[config.mk]
export PLATFORM = sky130hd
export DESIGN_NAME = ssc_device_flat
export DESIGN_NICKNAME = d
export VERILOG_FILES = /design/src/logic/ssc_pkg.sv /design/src/logic/ssc_if.sv /design/src/logic/ssc_device.sv /design/src/flat_wrapper.sv
export SDC_FILE = /design/constraint.sdc
export NUM_CORES = 1
export LEC_CHECK = 0
export BUFFER_PORTS_ARGS = -buffer_cell sky130_fd_sc_hd__buf_4
export CAP_MARGIN = 5
export CORE_AREA = 5 5 117 119
export DETAILED_ROUTE_END_ITERATION = 10
export DIE_AREA = 0 0 122 124
export PLACE_DENSITY_LB_ADDON = 0.1
export REMOVE_ABC_BUFFERS = 1
export SETUP_SLACK_MARGIN = 0.5
export SLEW_MARGIN = 20
export SYNTH_ARGS = -nofsm -noshare
export SYNTH_HDL_FRONTEND = slang
export SYNTH_SLANG_ARGS = --single-unit
[constraint.sdc]
create_clock -name pclk -period 2.07 [get_ports pclk]
set_clock_uncertainty 0.15 [all_clocks]
set_input_delay 0.207 -clock pclk [delete_from_list [all_inputs] [get_ports pclk]]
set_output_delay 0.207 -clock pclk [all_outputs]
set_load 0.005 [all_outputs]
[src/logic/ssc_pkg.sv]
// shared constants and types for the sync and strap configuration block
package ssc_pkg;
   // strap decode table entry
   typedef struct packed {
      logic [8:0] decimation;   // decimation rate
      logic       low_power;    // 1 = low power mode
      logic       gain4_hi;     // channels 4..7 at gain 4
      logic       int_ref;      // 1 = internal reference
      logic       sinc5;        // 1 = fifth-order filter
   } ssc_cfg_type;

   // lane layout codes
   typedef enum logic [1:0] {
      SSC_LANES_SPI = 2'h0,
      SSC_LANES_4   = 2'h1,
      SSC_LANES_2   = 2'h2,
      SSC_LANES_1   = 2'h3
   } ssc_lanes_type;

   // base rates and maximum output rates in kHz
   localparam logic [11:0] SSC_HR_BASE_KHZ  = 12'h0800;  // 2048
   localparam logic [11:0] SSC_LP_BASE_KHZ  = 12'h0200;  // 512
   localparam logic [11:0] SSC_HR_NOTCH_KHZ = 12'h0080;  // 128
   localparam logic [11:0] SSC_LP_NOTCH_KHZ = 12'h0020;  // 32
   localparam int          SSC_SINC5_REC_KSPS = 24;      // advisory only

   // host register map (apb byte offsets)
   localparam logic [11:0] SSC_REG_CTRL   = 12'h000;  // w: bit0 restart trigger
   localparam logic [11:0] SSC_REG_STRAP  = 12'h004;  // rw: strap levels
   localparam logic [11:0] SSC_REG_STATUS = 12'h008;  // r: pulse count
   localparam int          SSC_CTRL_TRIG_BIT = 0;

   // strap register fields
   localparam int SSC_ST_MODE_LSB = 0;   // 4 config strap bits
   localparam int SSC_ST_FMT_LSB  = 4;   // 2 format bits
   localparam int SSC_ST_AUX_BIT  = 6;
   localparam int SSC_ST_DIV_LSB  = 7;   // 3 divider bits
   localparam logic [9:0] SSC_STRAP_RST = 10'h000;

   // device control: bit 0 of second user setup register
   localparam int SSC_UCFG2_SYNC_BIT = 0;
endpackage : ssc_pkg

[src/logic/ssc_if.sv]
// link between the converter device end and the host end
`timescale 1ns/1ps
interface ssc_if;
   logic       start_async;    // asynchronous start input
   logic       sync_restart;   // filter restart input
   logic       sync_aligned;   // aligned pulse output
   logic [3:0] config_strap;   // config_strap_bit3..0
   logic       iface_format_strap_lo;
   logic       iface_format_strap_hi;
   logic       aux_convert_strap;
   logic [2:0] divider_strap;  // divider_strap_bit2..0
   // device end
   modport dev (
      input  start_async, sync_restart, config_strap, iface_format_strap_lo,
             iface_format_strap_hi, aux_convert_strap, divider_strap,
      output sync_aligned
   );
   // host end
   modport host (
      output start_async, sync_restart, config_strap, iface_format_strap_lo,
             iface_format_strap_hi, aux_convert_strap, divider_strap,
      input  sync_aligned
   );
endinterface : ssc_if

[src/logic/ssc_device.sv]
// converter device end: start resync, restart pulse, strap decode
`timescale 1ns/1ps
// Functional notes
// RQ1 - restart clears filter path, keeps registers
// RQ2 - host restarts after filter register changes
// RQ3 - restart input pulse is master-clock synchronous
// RQ4 - start input resynchronised onto aligned output
// RQ5 - toggling setup bit 0 emits aligned pulse
// RQ6 - board ties aligned output to restart input
// RQ7 - shared restart needs a common master clock
// RQ8 - unused start input held low
// RQ9 - sinc3 notch at maximum output rate
// RQ10 - sinc5 notch at power-mode maximum rate
// RQ11 - sinc5 advised above 24 kSPS
// RQ12 - strap mode takes config from four straps
// RQ13 - output rate is 2048 or 512 over decimation
// RQ14 - upper channels gain 4 on odd low codes
// RQ15 - sixteen-entry decimation, reference and filter table
// RQ16 - format straps pick serial control or lanes
// RQ17 - divider straps pick power-of-two bit clock
// RQ18 - straps resampled on every restart pulse
// RQ19 - strap mode disables converter, diagnostics, errors; code gates only rate_converter_en and diag_en, no error output
// RQ20 - aligned pulse lasts exactly one cycle
module ssc_device (
   // clock and reset
   input  wire logic              pclk,
   input  wire logic              presetn,
   // link
   ssc_if.dev                     link,
   // serial control side
   input  wire logic              ucfg2_wr,             // write strobe, second setup register
   input  wire logic [7:0]        ucfg2_wdata,          // write data
   // decoded configuration
   output logic                   filter_reset,         // one-cycle filter path reset
   output logic                   serial_ctrl,          // serial control mode active
   output ssc_pkg::ssc_cfg_type   cfg,                  // power/decimation/gain/ref/filter
   output logic [11:0]            output_word_rate,     // kHz
   output logic [11:0]            notch_max_khz,        // fixed notch frequency
   output logic [2:0]             notch_count,          // notches at output rate
   output ssc_pkg::ssc_lanes_type serial_data_lanes,
   output logic [7:0]             output_bit_clock_div,
   output logic                   rate_converter_en,
   output logic                   diag_en
);
   import ssc_pkg::*;

   // all state
   typedef struct packed {
      // start pin path
      logic [1:0]    start_sync;   // two-flop resync of start
      logic          start_prev;   // edge detect on synced start
      logic          trig_bit;     // last value of setup bit 0
      logic          aligned;      // aligned pulse
      // restart path
      logic [1:0]    restart_sync; // restart resync (input is other logic)
      logic          restart_prev;
      logic          filt_rst;
      // configuration sampled from the straps
      logic          serial;
      ssc_cfg_type   cfg;
      logic [11:0]   owr;
      logic [11:0]   notch;
      logic [2:0]    ncount;
      ssc_lanes_type lanes;
      logic [7:0]    bdiv;
      logic          loaded;       // straps caught after reset release
   } ssc_dev_state_type;

   ssc_dev_state_type s_q, s_d;

   // strap decode table
   function automatic ssc_cfg_type decode(input logic [3:0] c);
      ssc_cfg_type r;
      // defaults match code 0000
      r.decimation = 9'h010;
      r.low_power  = 1'b0;
      r.gain4_hi   = 1'b0;
      r.int_ref    = 1'b0;
      r.sinc5      = 1'b1;
      unique case (c) // [RQ15]
         // high resolution, external reference, fifth order
         4'h0, 4'h1: r.decimation = 9'h010;
         4'h2, 4'h3: r.decimation = 9'h020;
         4'h4, 4'h5: r.decimation = 9'h040;
         4'h6, 4'h7: r.decimation = 9'h080;
         4'h8:       r.decimation = 9'h100;
         // high resolution, internal reference
         4'h9: begin
            r.decimation = 9'h010;
            r.int_ref    = 1'b1;
         end
         4'hA: begin
            r.decimation = 9'h020;
            r.int_ref    = 1'b1;
         end
         4'hB: begin
            r.decimation = 9'h040;
            r.int_ref    = 1'b1;
         end
         // low power: fifth order first, then third order
         4'hC: begin
            r.decimation = 9'h010;
            r.low_power  = 1'b1;
         end
         4'hD: begin
            r.decimation = 9'h020;
            r.low_power  = 1'b1;
         end
         4'hE: begin
            r.decimation = 9'h040;
            r.low_power  = 1'b1;
            r.sinc5      = 1'b0;
         end
         4'hF: begin
            r.decimation = 9'h020;
            r.low_power  = 1'b1;
            r.sinc5      = 1'b0;
         end
      endcase
      // odd codes below eight put upper channels at gain 4
      r.gain4_hi = ~c[3] & c[0]; // [RQ14]
      return r;
   endfunction : decode

   // next state
   always_comb begin
      logic        start_edge;
      logic        trig_toggle;
      logic        restart_edge;
      logic [1:0]  fmt;
      ssc_cfg_type nc;
      // defaults: hold every register, events idle
      s_d          = s_q;
      start_edge   = 1'b0;
      trig_toggle  = 1'b0;
      restart_edge = 1'b0;
      fmt          = {link.iface_format_strap_hi, link.iface_format_strap_lo};
      nc           = decode(link.config_strap);
      // start: second flop only feeds the edge logic
      s_d.start_sync = {s_q.start_sync[0], link.start_async};  // [RQ4]
      s_d.start_prev = s_q.start_sync[1];
      start_edge     = s_q.start_sync[1] & ~s_q.start_prev;      // [RQ4]
      // register trigger counts only in serial control mode
      // rewriting the same bit value is no toggle, so no pulse
      if (ucfg2_wr) begin
         s_d.trig_bit = ucfg2_wdata[SSC_UCFG2_SYNC_BIT];
         trig_toggle  = s_q.serial & (ucfg2_wdata[SSC_UCFG2_SYNC_BIT] != s_q.trig_bit); // [RQ5]
      end
      // one pulse per event, never stretched
      s_d.aligned = start_edge | trig_toggle; // [RQ20]
      // restart is resynced defensively, though it should be synchronous
      s_d.restart_sync = {s_q.restart_sync[0], link.sync_restart}; // [RQ18]
      s_d.restart_prev = s_q.restart_sync[1];
      // edge detect keeps a held-high restart from firing twice
      restart_edge     = s_q.restart_sync[1] & ~s_q.restart_prev;
      // filter reset touches no register contents
      s_d.filt_rst = restart_edge; // [RQ1]
      // resample straps at power-up and on every restart
      if (restart_edge || !s_q.loaded) begin // [RQ18]
         s_d.loaded = 1'b1;
         s_d.serial = &fmt; // [RQ16]
         // power, decimation, gain, reference and filter from the table
         s_d.cfg    = nc;   // [RQ12]
         // rate = base / decimation (decimation is a power of two)
         s_d.owr    = (nc.low_power ? SSC_LP_BASE_KHZ : SSC_HR_BASE_KHZ)
                      / 12'(nc.decimation); // [RQ13]
         // one notch sits at the power mode's maximum rate
         s_d.notch  = nc.low_power ? SSC_LP_NOTCH_KHZ : SSC_HR_NOTCH_KHZ; // [RQ9] [RQ10]
         // notches at the chosen rate: four for sinc5, two for sinc3
         s_d.ncount = nc.sinc5 ? 3'h4 : 3'h2; // [RQ9] [RQ10]
         // aux strap high or serial control: data leave on the serial port
         if (link.aux_convert_strap || (&fmt))
            s_d.lanes = SSC_LANES_SPI; // [RQ16]
         else begin
            // lane count from the two format straps
            unique case (fmt)
               2'b00:   s_d.lanes = SSC_LANES_4;
               2'b01:   s_d.lanes = SSC_LANES_2;
               default: s_d.lanes = SSC_LANES_1;
            endcase
         end
         // bit clock divider is a power of two, 1 to 128
         s_d.bdiv = 8'h01 << link.divider_strap; // [RQ17]
      end
   end

   // state register
   // async reset clears all; straps reload at the first edge after it
   always_ff @(posedge pclk or negedge presetn) begin
      if (!presetn)
         s_q <= '0;
      else
         s_q <= s_d;
   end

   // outputs straight from flops
   // link pulse
   assign link.sync_aligned    = s_q.aligned;
   // decoded configuration, stable between restarts
   assign filter_reset         = s_q.filt_rst;
   assign serial_ctrl          = s_q.serial;
   assign cfg                  = s_q.cfg;
   assign output_word_rate     = s_q.owr;
   assign notch_max_khz        = s_q.notch;
   assign notch_count          = s_q.ncount;
   assign serial_data_lanes    = s_q.lanes;
   assign output_bit_clock_div = s_q.bdiv;
   // strap control hides rate conversion and diagnostics
   assign rate_converter_en    = s_q.serial; // [RQ19]
   assign diag_en              = s_q.serial; // [RQ19]
endmodule : ssc_device

[src/flat_wrapper.sv]
// flat-port wrapper written by rule: the top's interface ports become plain ports
module ssc_device_flat import ssc_pkg::*;
  (pclk, presetn, ucfg2_wr, ucfg2_wdata, filter_reset, serial_ctrl, cfg, output_word_rate, notch_max_khz, notch_count, serial_data_lanes, output_bit_clock_div, rate_converter_en, diag_en, link_start_async, link_sync_restart, link_config_strap, link_iface_format_strap_lo, link_iface_format_strap_hi, link_aux_convert_strap, link_divider_strap, link_sync_aligned);
  ssc_if link_i ();
  input  wire logic pclk;
  input  wire logic presetn;
  input  wire logic ucfg2_wr;
  input  wire logic [7:0] ucfg2_wdata;
  output logic filter_reset;
  output logic serial_ctrl;
  output ssc_pkg::ssc_cfg_type cfg;
  output logic [11:0] output_word_rate;
  output logic [11:0] notch_max_khz;
  output logic [2:0] notch_count;
  output ssc_pkg::ssc_lanes_type serial_data_lanes;
  output logic [7:0] output_bit_clock_div;
  output logic rate_converter_en;
  output logic diag_en;
  input wire logic [$bits(link_i.start_async)-1:0] link_start_async;
  input wire logic [$bits(link_i.sync_restart)-1:0] link_sync_restart;
  input wire logic [$bits(link_i.config_strap)-1:0] link_config_strap;
  input wire logic [$bits(link_i.iface_format_strap_lo)-1:0] link_iface_format_strap_lo;
  input wire logic [$bits(link_i.iface_format_strap_hi)-1:0] link_iface_format_strap_hi;
  input wire logic [$bits(link_i.aux_convert_strap)-1:0] link_aux_convert_strap;
  input wire logic [$bits(link_i.divider_strap)-1:0] link_divider_strap;
  output wire logic [$bits(link_i.sync_aligned)-1:0] link_sync_aligned;
  assign link_i.start_async = link_start_async;
  assign link_i.sync_restart = link_sync_restart;
  assign link_i.config_strap = link_config_strap;
  assign link_i.iface_format_strap_lo = link_iface_format_strap_lo;
  assign link_i.iface_format_strap_hi = link_iface_format_strap_hi;
  assign link_i.aux_convert_strap = link_aux_convert_strap;
  assign link_i.divider_strap = link_divider_strap;
  assign link_sync_aligned = link_i.sync_aligned;
  ssc_device u_core (.pclk(pclk), .presetn(presetn), .link(link_i), .ucfg2_wr(ucfg2_wr), .ucfg2_wdata(ucfg2_wdata), .filter_reset(filter_reset), .serial_ctrl(serial_ctrl), .cfg(cfg), .output_word_rate(output_word_rate), .notch_max_khz(notch_max_khz), .notch_count(notch_count), .serial_data_lanes(serial_data_lanes), .output_bit_clock_div(output_bit_clock_div), .rate_converter_en(rate_converter_en), .diag_en(diag_en));
endmodule
==> out/metrics.cfg <==
[placement]
pre_cts_ws_ns=-8.43
port_buffers=55
hpwlAfterDp_um=6980
routabilityCongestion=0.810
placed_area_um2=4390

[sta]
drv_slew=0
max-slew-margin-rel_pct=62.9
setup_slack_ns=-7.27
rsz0062_at_grt=true
fmax_mhz=107
finalCriticalPeriod_ns=9.34
setup_viol=6
final-hold-violation-count=0
fin_crit_sh_pct=451
worst_pin_slew_ns=0.557

[setup_path]
slowest_stage=or3b_4
max_stage_delay_ns=0.39
r2r-end=u_core.output_word_rate[0]$_DFFE_PN0P_
r2r-start=u_core.s_q[53]$_DFF_PN0_
path_class=input port to flip-flop
end_kind=flip-flop
cp.arrival_ns=9.35
path_max_fanout=6
r2r_slack_ns=0.43
required_ns=2.08
worst_path_most_repeated_cell=buf_4
start_kind=input port
r2r_cells=5

[synthesis]
yosys.area.top_type=dfrtp_1
synth_top_area_share_pct=31.9
ys_warn_count=0
yosysMostFrequentCell=buf_4
ys_seq_elements=44
syn_inst=385
syn_area_per_cell_um2=8.95
synth_cell_types=65
yosys_most_used_dff=dfrtp_1
synthTopCellsByArea=dfrtp_1, buf_4, ha_1
ys_top_cells_by_count=buf_4, dfrtp_1, nand2_1, ha_1, nor2_1
async_flop_share_pct=100
synth_edf_count=0
yosysSeqAreaShare_pct=31.9
syn_area_um2=3450

[route]
vias=3239
drtPass1Iterations=4
drc=0
antenna_left=0
drt_iter0_drc=110
viasPerCell=4.49
drt-total-wl_um=10200
wl_per_cell_um=14.1

[power]
internal-power_uw=7760
p_per_area_nw_per_um2=2230
p_seq_share_pct=8.1
switchingPower_uw=4600
clockPowerShare_pct=6.0
switching_share_pct=37.2
static-leakage-power_uw=0.00266
combPwrFrac_pct=85.9
irDropWorstVdd_uv=1220

[layout]
antenna_cells=0
fin_area_um2=5540
nNetsFinal=600
fillCellCount=1226
drive_above_1_share_pct=52.7
syn_to_final_growth_pct=60.6

[status]
violations=setup timing
status=finished, violations left

[global_route]
gr-usage-met1_pct=16.9
grt_pass1_vias=3359
antenna_found_initial=0
use_met3_pct=2.18
grt-ovfl-total=0
grt_pass1_wl_um=16200
use_met2_pct=23.7
grt_busiest_layer=met2
grt_usage_pct=13.3
grt_max_degree=45

[worst_hold_path]
holdPathStages=2
hold_end=u_core.output_bit_clock_div[1]$_DFFE_PN0P_
hold_path_class=input port to flip-flop
hold_start=link_divider_strap[2]

[clocking]
cts.sinks=44
cts_max_level=2
cts-root-buf=clkbuf_16
clk_path_buf_depth=2
path_clk_slew_ns=0.06
cts_tree=yes
clock_latency_ns=0.28
cts_buffers=5

[floorplan]
ios=78
core_area_um2=12500
die_area_um2=15100
start_util_pct=27.7
num_rows=41
die_w_um=122
dieHeight_um=124

[flow_run]
max_cap_violations=0

## worst max-delay path, delay by kind of cell
kind,cells,cell delay (ns)
AOI/OAI and AO/OA,17,2.69
buffers and inverters,18,2.15
and+or+nand+nor,14,2.07
adders and majority gates,7,1.74
muxes,2,0.48
## layer usage
layer | share of wire (%) | up-vias | routed length [µm]
li1 | - | 1620 | -
met1 | 45 | 1545 | 4610
met4 | 1.0 | 0 | 102
met3 | 3.9 | 8 | 396
met2 | 50 | 66 | 5050
met5 | 0 | - | 0
## cell usage in the layout, fill, tap and decap left out, types with 8 or more instances in the layout
cell	n
xnor2_1	10
ha_1	11
ha_4	13
inv_1	15
buf_6	16
o21ai_0	10
nand2_1	37
nand3_1	8
dfrtp_1	44
conb_1	16
nor2_1	17
buf_4	187
a21oi_1	9
## stage by stage
stage          total power [µW]  std cells  hold WS, ns  utilization [%]  TNS, ns
6_report                  12400        722       0.0250             44.4   -25.32
5_1_grt                   13300        722       0.0252             44.4   -26.99
4_1_cts                   11100        707       0.0113             41.7   -25.63
3_5_place_dp               8120        654       0.0933             35.2   -30.73
3_3_place_gp               8090        654       0.0932             35.2   -30.49
2_1_floorplan              4760        333       -0.239                -   -28.85
## cells by family after synthesis
| kind of cell | Yosys count | synth area share [%] |
|---|---|---|
| AO/OA/AOI/OAI | 81 | 16.2 |
| adder cells (fa/ha/maj) | 27 | 10.0 |
| XOR/XNOR | 14 | 3.78 |
| AND/OR/NAND/NOR | 122 | 19.1 |
| flip-flops | 44 | 31.9 |
| multiplexers | 12 | 3.70 |
| other | 2 | 0.218 |
| buffers and inverters | 83 | 15.0 |
## worst max path at each step
stage / to / cells after the start / start
2_1_floorplan: u_core.output_word_rate[0]$_DFFE_PN0P_ / 43 / link_config_strap[1]
3_3_place_gp: u_core.output_word_rate[0]$_DFFE_PN0P_ / 47 / link_config_strap[1]
3_5_place_dp: u_core.output_word_rate[0]$_DFFE_PN0P_ / 48 / link_config_strap[1]
4_1_cts: u_core.output_word_rate[0]$_DFFE_PN0P_ / 51 / link_config_strap[0]
5_1_grt: u_core.output_word_rate[0]$_DFFE_PN0P_ / 57 / link_config_strap[1]
6_report: u_core.output_word_rate[0]$_DFFE_PN0P_ / 58 / link_config_strap[1]
## sequential cells by signal (all words and copies together) (netlist names)
register and cells:
u_core.output_word_rate 12, u_core.output_bit_clock_div 8, u_core.cfg 7, u_core.s_d 4, u_core.s_q 4, u_core.notch_count 2, u_core.notch_max_khz 2, u_core.serial_data_lanes 2
u_core.diag_en 1, u_core.filter_reset 1, u_core.link.sync_aligned 1
## power groups by stage
stage / sequential (µW) / clock, µW / combinational [µW]
CTS: 1000 / 779 / 9270
global placement: 1010 / 0 / 7080
finish: 1000 / 739 / 10600
detailed placement: 1020 / 0 / 7100
global route: 1010 / 815 / 11500
floorplan: 1020 / 0 / 3740
## layout make-up
type	instances	area [µm²]	area share, %
clock buffer	6	129	2.33
clock inverter	1	5.00	0.0904
inverter	17	66.3	1.20
multi-input combinational	272	2340	42.4
sequential	44	1100	19.9
tap	172	215	3.89
timing repair buffer	210	1670	30.2
## repair_timing
item	in CTS	in global routing
hold endpoints to repair	48	0
gates resized for setup	64	41
setup buffers	41	15
pin swaps	41	33
endpoints found under the setup margin	13	8
hold buffers	5	0
(Power assumes the default switching activity.)
